===== src/hw/lbt_pkg.sv =====
package lbt_pkg;
	// Width of one transceiver slice: eight data bits and a parity bit.
	localparam int unsigned WORD_WIDTH = 9;
	// Depth of the capture log buffer.
	localparam int unsigned LOG_DEPTH = 2;
	// Stages of the pin synchroniser.
	localparam int unsigned SYNC_STAGES = 3;
	// Register byte offsets.
	localparam logic [7:0] CTRL_OFFSET   = 8'h00;
	localparam logic [7:0] STATUS_OFFSET = 8'h04;
	localparam logic [7:0] LOG_OFFSET    = 8'h08;
	// Field positions.
	localparam int unsigned CTRL_SOFT_OFF_BIT = 0;
	localparam int unsigned STATUS_DRV_LSB    = 0;
	localparam int unsigned STATUS_RX_LSB     = 16;
	localparam int unsigned LOG_VALID_BIT     = 31;
	// Reset values.
	localparam logic CTRL_SOFT_OFF_RESET = 1'b0;
	localparam logic CLK_LEVEL_RESET     = 1'b0;
endpackage : lbt_pkg


===== src/hw/lbt_pin_sync.sv =====
`timescale 1ns/1ps
// Three-stage synchroniser for one asynchronous pin.
module lbt_pin_sync (
	input  wire logic pclk,
	input  wire logic presetn,
	input  wire logic pin,
	output logic      stage_two,
	output logic      stage_three
);
	logic stage_one;

	// The first stage feeds only the second one.
	always_ff @(posedge pclk or negedge presetn) begin
		if (!presetn) begin
			stage_one   <= 1'b0;
			stage_two   <= 1'b0;
			stage_three <= 1'b0;
		end else begin
			stage_one   <= pin;
			stage_two   <= stage_one;
			stage_three <= stage_two;
		end
	end
endmodule : lbt_pin_sync


===== src/hw/lbt_log_fifo.sv =====
`timescale 1ns/1ps
// Small first-word-fall-through buffer with valid and ready on both sides.
module lbt_log_fifo #(
	parameter int unsigned WIDTH = 9,
	parameter int unsigned DEPTH = 2
) (
	input  wire logic             pclk,
	input  wire logic             presetn,
	input  wire logic             in_valid,
	output logic                  in_ready,
	input  wire logic [WIDTH-1:0] in_data,
	output logic                  out_valid,
	input  wire logic             out_ready,
	output logic      [WIDTH-1:0] out_data
);
	localparam int unsigned PW = (DEPTH > 1) ? $clog2(DEPTH) : 1;

	logic [WIDTH-1:0] mem [DEPTH];
	logic [PW-1:0]    wr_ptr;
	logic [PW-1:0]    rd_ptr;
	logic [PW:0]      count;
	logic [PW-1:0]    next_wr_ptr;
	logic [PW-1:0]    next_rd_ptr;
	logic [PW:0]      next_count;
	logic             push;
	logic             pop;

	// Full and empty come straight from the fill count.
	assign in_ready  = (count != (PW+1)'(DEPTH));
	assign out_valid = (count != '0);
	assign push      = in_valid && in_ready;
	assign pop       = out_valid && out_ready;
	assign out_data  = mem[rd_ptr];

	// Pointer and count next values.
	always_comb begin
		next_wr_ptr = wr_ptr;
		next_rd_ptr = rd_ptr;
		next_count  = count;
		if (push) begin
			next_wr_ptr = (wr_ptr == PW'(DEPTH - 1)) ? '0 : PW'(wr_ptr + 1'b1);
		end
		if (pop) begin
			next_rd_ptr = (rd_ptr == PW'(DEPTH - 1)) ? '0 : PW'(rd_ptr + 1'b1);
		end
		if (push && !pop) begin
			next_count = (PW+1)'(count + 1'b1);
		end else if (pop && !push) begin
			next_count = (PW+1)'(count - 1'b1);
		end
	end

	// Pointer registers.
	always_ff @(posedge pclk or negedge presetn) begin
		if (!presetn) begin
			wr_ptr <= '0;
			rd_ptr <= '0;
			count  <= '0;
		end else begin
			wr_ptr <= next_wr_ptr;
			rd_ptr <= next_rd_ptr;
			count  <= next_count;
		end
	end

	// Storage words are written only on a push.
	always_ff @(posedge pclk) begin
		if (push) begin
			mem[wr_ptr] <= in_data;
		end
	end
endmodule : lbt_log_fifo


===== src/hw/lbt_transceiver.sv =====
// Decided for this implementation: the APB interface to the registers and the address map.
`timescale 1ns/1ps
// How it works
// - A high bus_side_off floats every logic-side pin and releases every backplane pin.
// - direction_transmit high sends logic side to backplane, low receives into the logic side.
// - Transmit with driver_register_skip high pulls each backplane bit low where its logic pin is high.
// - Transmit with the skip low drives the backplane from the driver register, held between edges.
// - The driver register takes all nine logic pins on each rising capture clock edge.
// - Receive with receive_latch_open high shows the inverse of each backplane pin.
// - When the latch closes the logic side keeps the last value shown while it was open.
// - The skip only routes around the driver register and never disturbs its contents.
module lbt_transceiver (
	input  wire logic                               pclk,
	input  wire logic                               presetn,
	input  wire logic                               psel,
	input  wire logic                               penable,
	input  wire logic                               pwrite,
	input  wire logic [7:0]                         paddr,
	input  wire logic [31:0]                        pwdata,
	output logic      [31:0]                        prdata,
	output logic                                    pready,
	output logic                                    pslverr,
	input  wire logic                               bus_side_off,
	input  wire logic                               direction_transmit,
	input  wire logic                               receive_latch_open,
	input  wire logic                               driver_register_skip,
	input  wire logic                               capture_clock,
	input  wire logic [lbt_pkg::WORD_WIDTH-1:0]     logic_side_pins_in,
	output logic      [lbt_pkg::WORD_WIDTH-1:0]     logic_side_pins_out,
	output logic      [lbt_pkg::WORD_WIDTH-1:0]     logic_side_pins_oe,
	input  wire logic [lbt_pkg::WORD_WIDTH-1:0]     backplane_pins_in,
	output logic      [lbt_pkg::WORD_WIDTH-1:0]     backplane_pins_out,
	output logic      [lbt_pkg::WORD_WIDTH-1:0]     backplane_pins_oe,
	output logic                                    capture_log_ready
);
	localparam int unsigned W = lbt_pkg::WORD_WIDTH;

	// Control register and its next value.
	logic          soft_off;
	logic          next_soft_off;

	// Capture clock synchroniser and edge detect.
	logic          clk_level;
	logic          next_clk_level;
	logic          clk_s2;
	logic          clk_s3;
	logic          cap_edge;

	// Stored words of the two data paths.
	logic [W-1:0]  drv_reg;
	logic [W-1:0]  next_drv_reg;
	logic [W-1:0]  rx_hold;
	logic [W-1:0]  next_rx_hold;

	// Direction and disable decode.
	logic          off;
	logic          tx_on;
	logic          rx_on;
	logic [W-1:0]  tx_word;

	// Capture log and register bus.
	logic          log_in_ready;
	logic          log_valid;
	logic          log_pop;
	logic [W-1:0]  log_data;
	logic          access;
	logic          addr_ok;
	logic [31:0]   rd_word;
	logic [31:0]   next_prdata;

	// Capture clock pin crosses into pclk through three flip-flops.
	lbt_pin_sync u_clk_sync (
		.pclk        (pclk),
		.presetn     (presetn),
		.pin         (capture_clock),
		.stage_two   (clk_s2),
		.stage_three (clk_s3)
	);

	// A level change counts only once stages two and three agree.
	always_comb begin
		next_clk_level = (clk_s2 == clk_s3) ? clk_s3 : clk_level;
	end

	assign cap_edge = next_clk_level && !clk_level; // Rising capture edge.

	always_ff @(posedge pclk or negedge presetn) begin
		if (!presetn) begin
			clk_level <= lbt_pkg::CLK_LEVEL_RESET;
		end else begin
			clk_level <= next_clk_level;
		end
	end

	// Driver register loads only on a capture edge; the skip never touches it.
	always_comb begin
		next_drv_reg = drv_reg;
		if (cap_edge) begin
			next_drv_reg = logic_side_pins_in;
		end
	end

	// Receive latch tracks the inverted bus while open and holds once closed.
	always_comb begin
		next_rx_hold = rx_hold;
		if (receive_latch_open) begin
			next_rx_hold = ~backplane_pins_in;
		end
	end

	// Data holders have no reset, like the pin-level part.
	always_ff @(posedge pclk) begin
		drv_reg <= next_drv_reg;
		rx_hold <= next_rx_hold;
	end

	// Direction and disable decode, level functions of the control pins.
	assign off   = bus_side_off || soft_off;
	assign tx_on = !off && direction_transmit;
	assign rx_on = !off && !direction_transmit;

	// Transmit word: fall-through pins or the stored register.
	assign tx_word = driver_register_skip ? logic_side_pins_in : drv_reg;

	// Open-drain backplane: a high word bit pulls the wire low, otherwise it floats high.
	assign backplane_pins_out = '0;
	assign backplane_pins_oe  = tx_on ? tx_word : '0;

	// Logic side drives only in receive; transparent while open, held once closed.
	assign logic_side_pins_oe  = {W{rx_on}};
	assign logic_side_pins_out = receive_latch_open ? ~backplane_pins_in : rx_hold;

	// Every captured word is offered to the log; its ready is a block port.
	lbt_log_fifo #(
		.WIDTH (W),
		.DEPTH (lbt_pkg::LOG_DEPTH)
	) u_log (
		.pclk      (pclk),
		.presetn   (presetn),
		.in_valid  (cap_edge),
		.in_ready  (log_in_ready),
		.in_data   (logic_side_pins_in),
		.out_valid (log_valid),
		.out_ready (log_pop),
		.out_data  (log_data)
	);

	assign capture_log_ready = log_in_ready;

	// APB decode: zero wait states, unmapped addresses answer with an error.
	assign access  = psel && penable;
	assign addr_ok = (paddr == lbt_pkg::CTRL_OFFSET) || (paddr == lbt_pkg::STATUS_OFFSET)
		|| (paddr == lbt_pkg::LOG_OFFSET);
	assign pready  = 1'b1;
	assign pslverr = access && !addr_ok;
	assign log_pop = access && !pwrite && (paddr == lbt_pkg::LOG_OFFSET) && log_valid;

	// Read mux, reserved bits read as zero.
	always_comb begin
		rd_word = '0;
		case (paddr)
			lbt_pkg::CTRL_OFFSET: begin
				rd_word[lbt_pkg::CTRL_SOFT_OFF_BIT] = soft_off;
			end
			lbt_pkg::STATUS_OFFSET: begin
				rd_word[lbt_pkg::STATUS_DRV_LSB +: W] = drv_reg;
				rd_word[lbt_pkg::STATUS_RX_LSB +: W]  = rx_hold;
			end
			lbt_pkg::LOG_OFFSET: begin
				rd_word[lbt_pkg::LOG_VALID_BIT] = log_valid;
				rd_word[W-1:0]                  = log_valid ? log_data : '0;
			end
			default: begin
				rd_word = '0;
			end
		endcase
	end

	// Control register write.
	always_comb begin
		next_soft_off = soft_off;
		if (access && pwrite && (paddr == lbt_pkg::CTRL_OFFSET)) begin
			next_soft_off = pwdata[lbt_pkg::CTRL_SOFT_OFF_BIT];
		end
	end

	always_ff @(posedge pclk or negedge presetn) begin
		if (!presetn) begin
			soft_off <= lbt_pkg::CTRL_SOFT_OFF_RESET;
		end else begin
			soft_off <= next_soft_off;
		end
	end

	// Read data is taken at the end of the setup phase, so it stands through the access phase.
	always_comb begin
		next_prdata = '0;
		if (psel && !penable && !pwrite) begin
			next_prdata = rd_word;
		end
	end

	// Read data register; it returns to zero once the access phase is over.
	always_ff @(posedge pclk or negedge presetn) begin
		if (!presetn) begin
			prdata <= '0;
		end else begin
			prdata <= next_prdata;
		end
	end
endmodule : lbt_transceiver


===== config.mk =====
export PLATFORM = sky130hd
export DESIGN_NAME = lbt_transceiver
export DESIGN_NICKNAME = d
export VERILOG_FILES = /design/src/hw/lbt_pkg.sv /design/src/hw/lbt_pin_sync.sv /design/src/hw/lbt_log_fifo.sv /design/src/hw/lbt_transceiver.sv
export SDC_FILE = /design/constraint.sdc
export NUM_CORES = 1
export LEC_CHECK = 0
export BUFFER_PORTS_ARGS = -buffer_cell sky130_fd_sc_hd__buf_2
export CORE_UTILIZATION = 41
export CTS_CLUSTER_SIZE = 40
export DETAILED_ROUTE_END_ITERATION = 8
export PLACE_DENSITY = 0.76
export SKIP_CTS_REPAIR_TIMING = 1
export SLEW_MARGIN = 20
export SYNTH_ARGS = -nofsm -noshare
export SYNTH_HDL_FRONTEND = slang
export SYNTH_SLANG_ARGS = --single-unit

===== constraint.sdc =====
create_clock -name pclk -period 1.85 [get_ports pclk]
set_input_delay 0.185 -clock pclk [delete_from_list [all_inputs] [get_ports pclk]]
set_output_delay 0.185 -clock pclk [all_outputs]
set_load 0.05 [all_outputs]

### Word level (Yosys, flattened, before mapping)

Memories as Yosys holds them, arrays and structs flattened.
Cells that the tools add are included.

* memory bits (writable): 18
* output and inout port bits: 71
* input bits: 68
* register bits: 59
* bits in read-only memories: 0
* bits in latches: 0
* memories kept: 1
* logic and storage cells: 67

* reduce and logical (&&, ||, !) cells: 30
* multiplexer cells: 16
* $lt $le $gt $ge: 0
* divide/modulo/power cells: 0
* $add $sub $neg: 4
* equal/unequal tests: 4
* bitwise logic cells: 1
* shifts and indexed selects: 0
* multipliers: 0

Memories
* u_log.mem: words 2, width 9, rd ports 1, clocked after memory_dff 0, write ports 1, RTL line lbt_log_fifo.sv:18 `logic [WIDTH-1:0] mem [DEPTH];`

Operator list (number)
* 9-bit two-way mux: 5
* 32-bit two-way mux: 1
* 1-bit logical AND: 16
* 8-bit one-hot mux with 2 select lines: 1
* 9-bit NOT: 1
* 8-bit by 3-bit == test with 1-bit output, second input constant: 1
* 8-bit by 4-bit == test with 1-bit output, second input constant: 1
* 1-bit zero test: 8
* 8-bit zero test: 1
* 1-bit two-way mux: 6
* 2-bit two-way mux: 2
* 2-bit nonzero test: 2
* 1-bit logical OR: 3
* 1-bit one-hot mux with 3 select lines: 1
* 1-bit adder, second input constant: 2
* 2-bit by 1-bit adder with 2-bit output, second input constant: 1
* 2-bit != test, second input constant: 1
* 2-bit by 1-bit subtractor with 2-bit output, second input constant: 1
* 1-bit == test: 1

### Depth between registers and ports, before layout

* depth in word-level cells: 8
* mapped depth: 7
* mapped depth without buffers: 7

### Hierarchy

A second synthesis with hierarchy kept.

* cells, all modules: 236
* area, all modules: 2907.8 µm²

Modules (own cells, without submodules)
* lbt_transceiver: cells each 187, sequential area each 975.9 µm², times used 1, area each 1971.9 µm²
* lbt_log_fifo: cells each 46, sequential area each 640.6 µm², times used 1, area each 860.8 µm²
* lbt_pin_sync: cells each 3, sequential area each 75.1 µm², times used 1, area each 75.1 µm²

### Worst setup path after synthesis

OpenSTA, ideal clock, no wires.

* path type: register -> register
* from: reg u_log.count[1]
* to: mem u_log.mem[0][0] (enable)
* clock period less this slack: 1849 ps
* path slack: 1 ps
* cell stages (with the launch flop): 3
* setup time: 399 ps
* path buffers: 0
* required time: 1451 ps
* arrival: 1450 ps
* cell sequence: dfrtp_1 -> nor2b_1 -> nor4_1

* cells in the longest elaborated chain, start to end: 4

Ends and longest elaborated chain
* start: declaration: RTL line lbt_log_fifo.sv:21 `logic [PW:0] count;`
* start signal: assignment: RTL line lbt_log_fifo.sv:62 `count <= next_count;`
* 2-bit != test: RTL line lbt_log_fifo.sv:29 `assign in_ready = (count != (PW+1)'(DEPTH));`
* 1-bit logical AND: RTL line lbt_log_fifo.sv:31 `assign push = in_valid && in_ready;`
* 1-bit two-way mux: RTL line lbt_log_fifo.sv:68 `if (push) begin`
* 1-bit two-way mux (implied by the code): RTL line lbt_log_fifo.sv:69 `mem[wr_ptr] <= in_data;`
* end: declaration: RTL line lbt_log_fifo.sv:18

Every way passes these cells.

### Worst setup path after layout

* from: reg soft_off
* to: out backplane_pins_oe[4] in the netlist's numbering

* cells in the longest elaborated chain, start to end: 4

Ends and longest elaborated chain
* start: declaration: RTL line lbt_transceiver.sv:39 `logic soft_off;`
* start signal: assignment: RTL line lbt_transceiver.sv:189 `soft_off <= lbt_pkg::CTRL_SOFT_OFF_RESET;`
* start signal: assignment: RTL line lbt_transceiver.sv:191 `soft_off <= next_soft_off;`
* 1-bit logical OR: RTL line lbt_transceiver.sv:118 `assign off = bus_side_off || soft_off;`
* 1-bit zero test: RTL line lbt_transceiver.sv:119 `assign tx_on = !off && direction_transmit;`
* 1-bit logical AND: RTL line lbt_transceiver.sv:119
* 9-bit two-way mux: RTL line lbt_transceiver.sv:127 `assign backplane_pins_oe = tx_on ? tx_word : '0;`
* end: declaration: RTL line lbt_transceiver.sv:33 `output logic [lbt_pkg::WORD_WIDTH-1:0] backplane_pins_oe,`

Every way passes these cells.

==> flow_summary.yaml <==
worst_setup_path:
  critPathMaxFanout: 9
  arrival_ps: 1560
  r2r_slack_ps: 230
  cp.required_ps: 1660
  critPathLaunchType: "register"
  reg2reg_to: "u_log.count[1]"
  regToRegStartpoint: "u_log.count[1]"
  cp_slowest_cell: "dfrtp_1"
  crit_chain: "nor2_1, nand2_2, nor2_1, buf_2"
  r2r_cells: 6
  crit_top_cell: "nor2_1"
  path_class: "register to output port"
  cp-end-kind: "output port"
  crit_path_max_incr_delay_ps: 410
pwr:
  power_density_nw_per_um2: 990
  leakage_nw: 1.68
  ir_drop_v: 0.000425
  power_mw: 3.35
timing:
  finClkSkew_ps: 5.12
  post-route-period-util: 0.944
  slew_headroom: 0.564
  setup_viol: 0
  holdWs_ps: 48.2
  rsz0062_at_grt: "no"
  tightestPinTransition_ps: 654
  timing.fmax_ghz: 0.573
  period_minus_slack_ps: 1750
  maxSlewViolCount: 0
  hold_viol_final: 0
placement:
  place_congestion: 0.751
  portBuffers: 84
  dp_hpwl_mm: 4.07
die:
  dieWidth_um: 84.1
  start_util: 0.430
  dieArea_um2: 7070
  coreArea_um2: 6420
  rows: 29
  fp.dieH_um: 84.1
  io_pins: 139
synthesis:
  yosysTopAreaCellShare: 0.294
  synth_area_um2: 2760
  synth-seq-cells: 64
  synth.largest_area_cell: "edfxtp_1"
  syn_inst: 217
  synth.yosys.warnings: 0
  yosysSeqAreaShare: 0.613
  syn_area_per_cell_um2: 12.7
  synth.area.top_cells: "edfxtp_1, dfrtp_1, buf_4"
  synth_cell_types: 31
clock_network:
  clockBufferDepth: 2
  cts.sinks: 64
  htreeDepth: 3
  clkLatencyLatePin_ps: 330
  numCtsBuffers: 9
  root_buffer: "clkbuf_8"
  cts_tree: "yes"
  clk_pin_slew_ps: 70
min_path:
  min_from: "backplane_pins_in[8]"
  hold_end: "rx_hold[8]"
  whs_path_depth: 2
  hold_class: "input pin to register"
global_route:
  grt_max_degree: 29
  grt_overflow: 0
  antenna_found_initial: 0
  track_usage: 0.171
  grt_pass1_vias: 1866
  grt_pass1_wl_mm: 9.00
drt:
  wl_per_cell_um: 14.9
  drtIter0Drc: 97
  num_vias: 1846
  drc: 10
  routed_wl_mm: 5.80
  vias_per_cell: 4.73
  ant_nets: 0
  first_pass_iters: 6
final_layout:
  diodes: 0
  syn2layout_area_growth_pct: 22.3
  final_cell_mix: "buf_2, dfrtp_1, edfxtp_1"
  largest_register: "prdata"
  finalNetCount: 377
  largest_reg_flops: 19
  top_regs: "prdata x19, u_log.mem x18"
  mostFrequentLayoutCell: "buf_2"
  drive_gt1_frac: 0.419
outcome:
  violations: "design-rule violations"
  outcome: "finished with violations"
run:
  drv_cap: 0
==> through the flow <==
stage	setup TNS [ps]	util	setup slack [ps]	cell area, um^2	std cells
CTS	-7.02	0.523	-7.02	3360	388
global route	0	0.526	36.2	3380	390
finish	0	0.526	104	3380	390
global placement	0	0.494	48.3	3180	372
floorplan	0	-	1.24	2840	238
detailed placement	0	0.494	19.7	3180	372
==> worst max path at each step <==
stage                        start                    to  slack, ps  cells after the start
finish                    soft_off  backplane_pins_oe[4]        100                      4
global route              soft_off  backplane_pins_oe[1]         40                      4
CTS                       soft_off  backplane_pins_oe[1]         -7                      4
detailed placement        paddr[1]        u_log.count[1]         20                      8
global placement          paddr[1]        u_log.count[1]         50                      8
floorplan           u_log.count[1]       u_log.mem[0][0]          1                      2
==> layout make-up <==
cell class	instances	area, um^2
repair buffers	98	531
flip-flops and latches	64	1690
clock inverters	6	31.3
inverters	9	33.8
fillers	545	3040
multi-input cells	126	846
well taps	77	96.3
clock buffers	10	149
==> kinds of logic after synthesis <==
family          count (synthesis)  share of synthesized area
compound gates                 12                     0.0326
xor+xnor                        6                     0.0190
fa+ha+maj                       1                    0.00453
buf+inv                        48                      0.113
flops                          64                      0.613
mux                            28                      0.106
other cells                     2                    0.00272
simple gates                   56                      0.110
==> metal layers <==
layer  up-vias  track usage  wire [um]
met5         -            0          0
met4         0        0.102        132
met3        10       0.0544        360
met2        70        0.287       3080
met1       887        0.190       2220
li1        879            -          -
==> power by group <==
group / switching [mW] / internal, mW / total (mW) / leakage [nW]
Clock: 0.515 / 0.556 / 1.07 / 0.101
Sequential: 0.0629 / 1.58 / 1.64 / 0.697
Combinational: 0.470 / 0.164 / 0.634 / 0.883
Total: 1.05 / 2.30 / 3.35 / 1.68
==> cell usage after synthesis, drive strengths merged <==
| cell type | instances |
|---|---|
| nor4 | 2 |
| dfxtp | 9 |
| xnor2 | 2 |
| mux2i | 18 |
| and3 | 10 |
| conb | 2 |
| nand2b | 1 |
| clkbuf | 3 |
| inv | 9 |
| a21oi | 3 |
| dfrtp | 28 |
| buf | 36 |
| and2 | 1 |
| nor2 | 25 |
| nand3 | 3 |
| nor2b | 1 |
| edfxtp | 27 |
| nor3b | 2 |
| or4 | 1 |
| nand2 | 6 |
| xor2 | 4 |
| ha | 1 |
| nor3 | 4 |
| o21ai | 1 |
| a32oi | 8 |
| mux2 | 10 |
==> worst max-delay path: cells and delay by family (launching register included) <==
family / cells / cell delay [ps]
buffers and inverters: 1 / 290
DFF: 1 / 410
and+or+nand+nor: 3 / 530
Note: power is estimated with default switching activity, not from simulation.
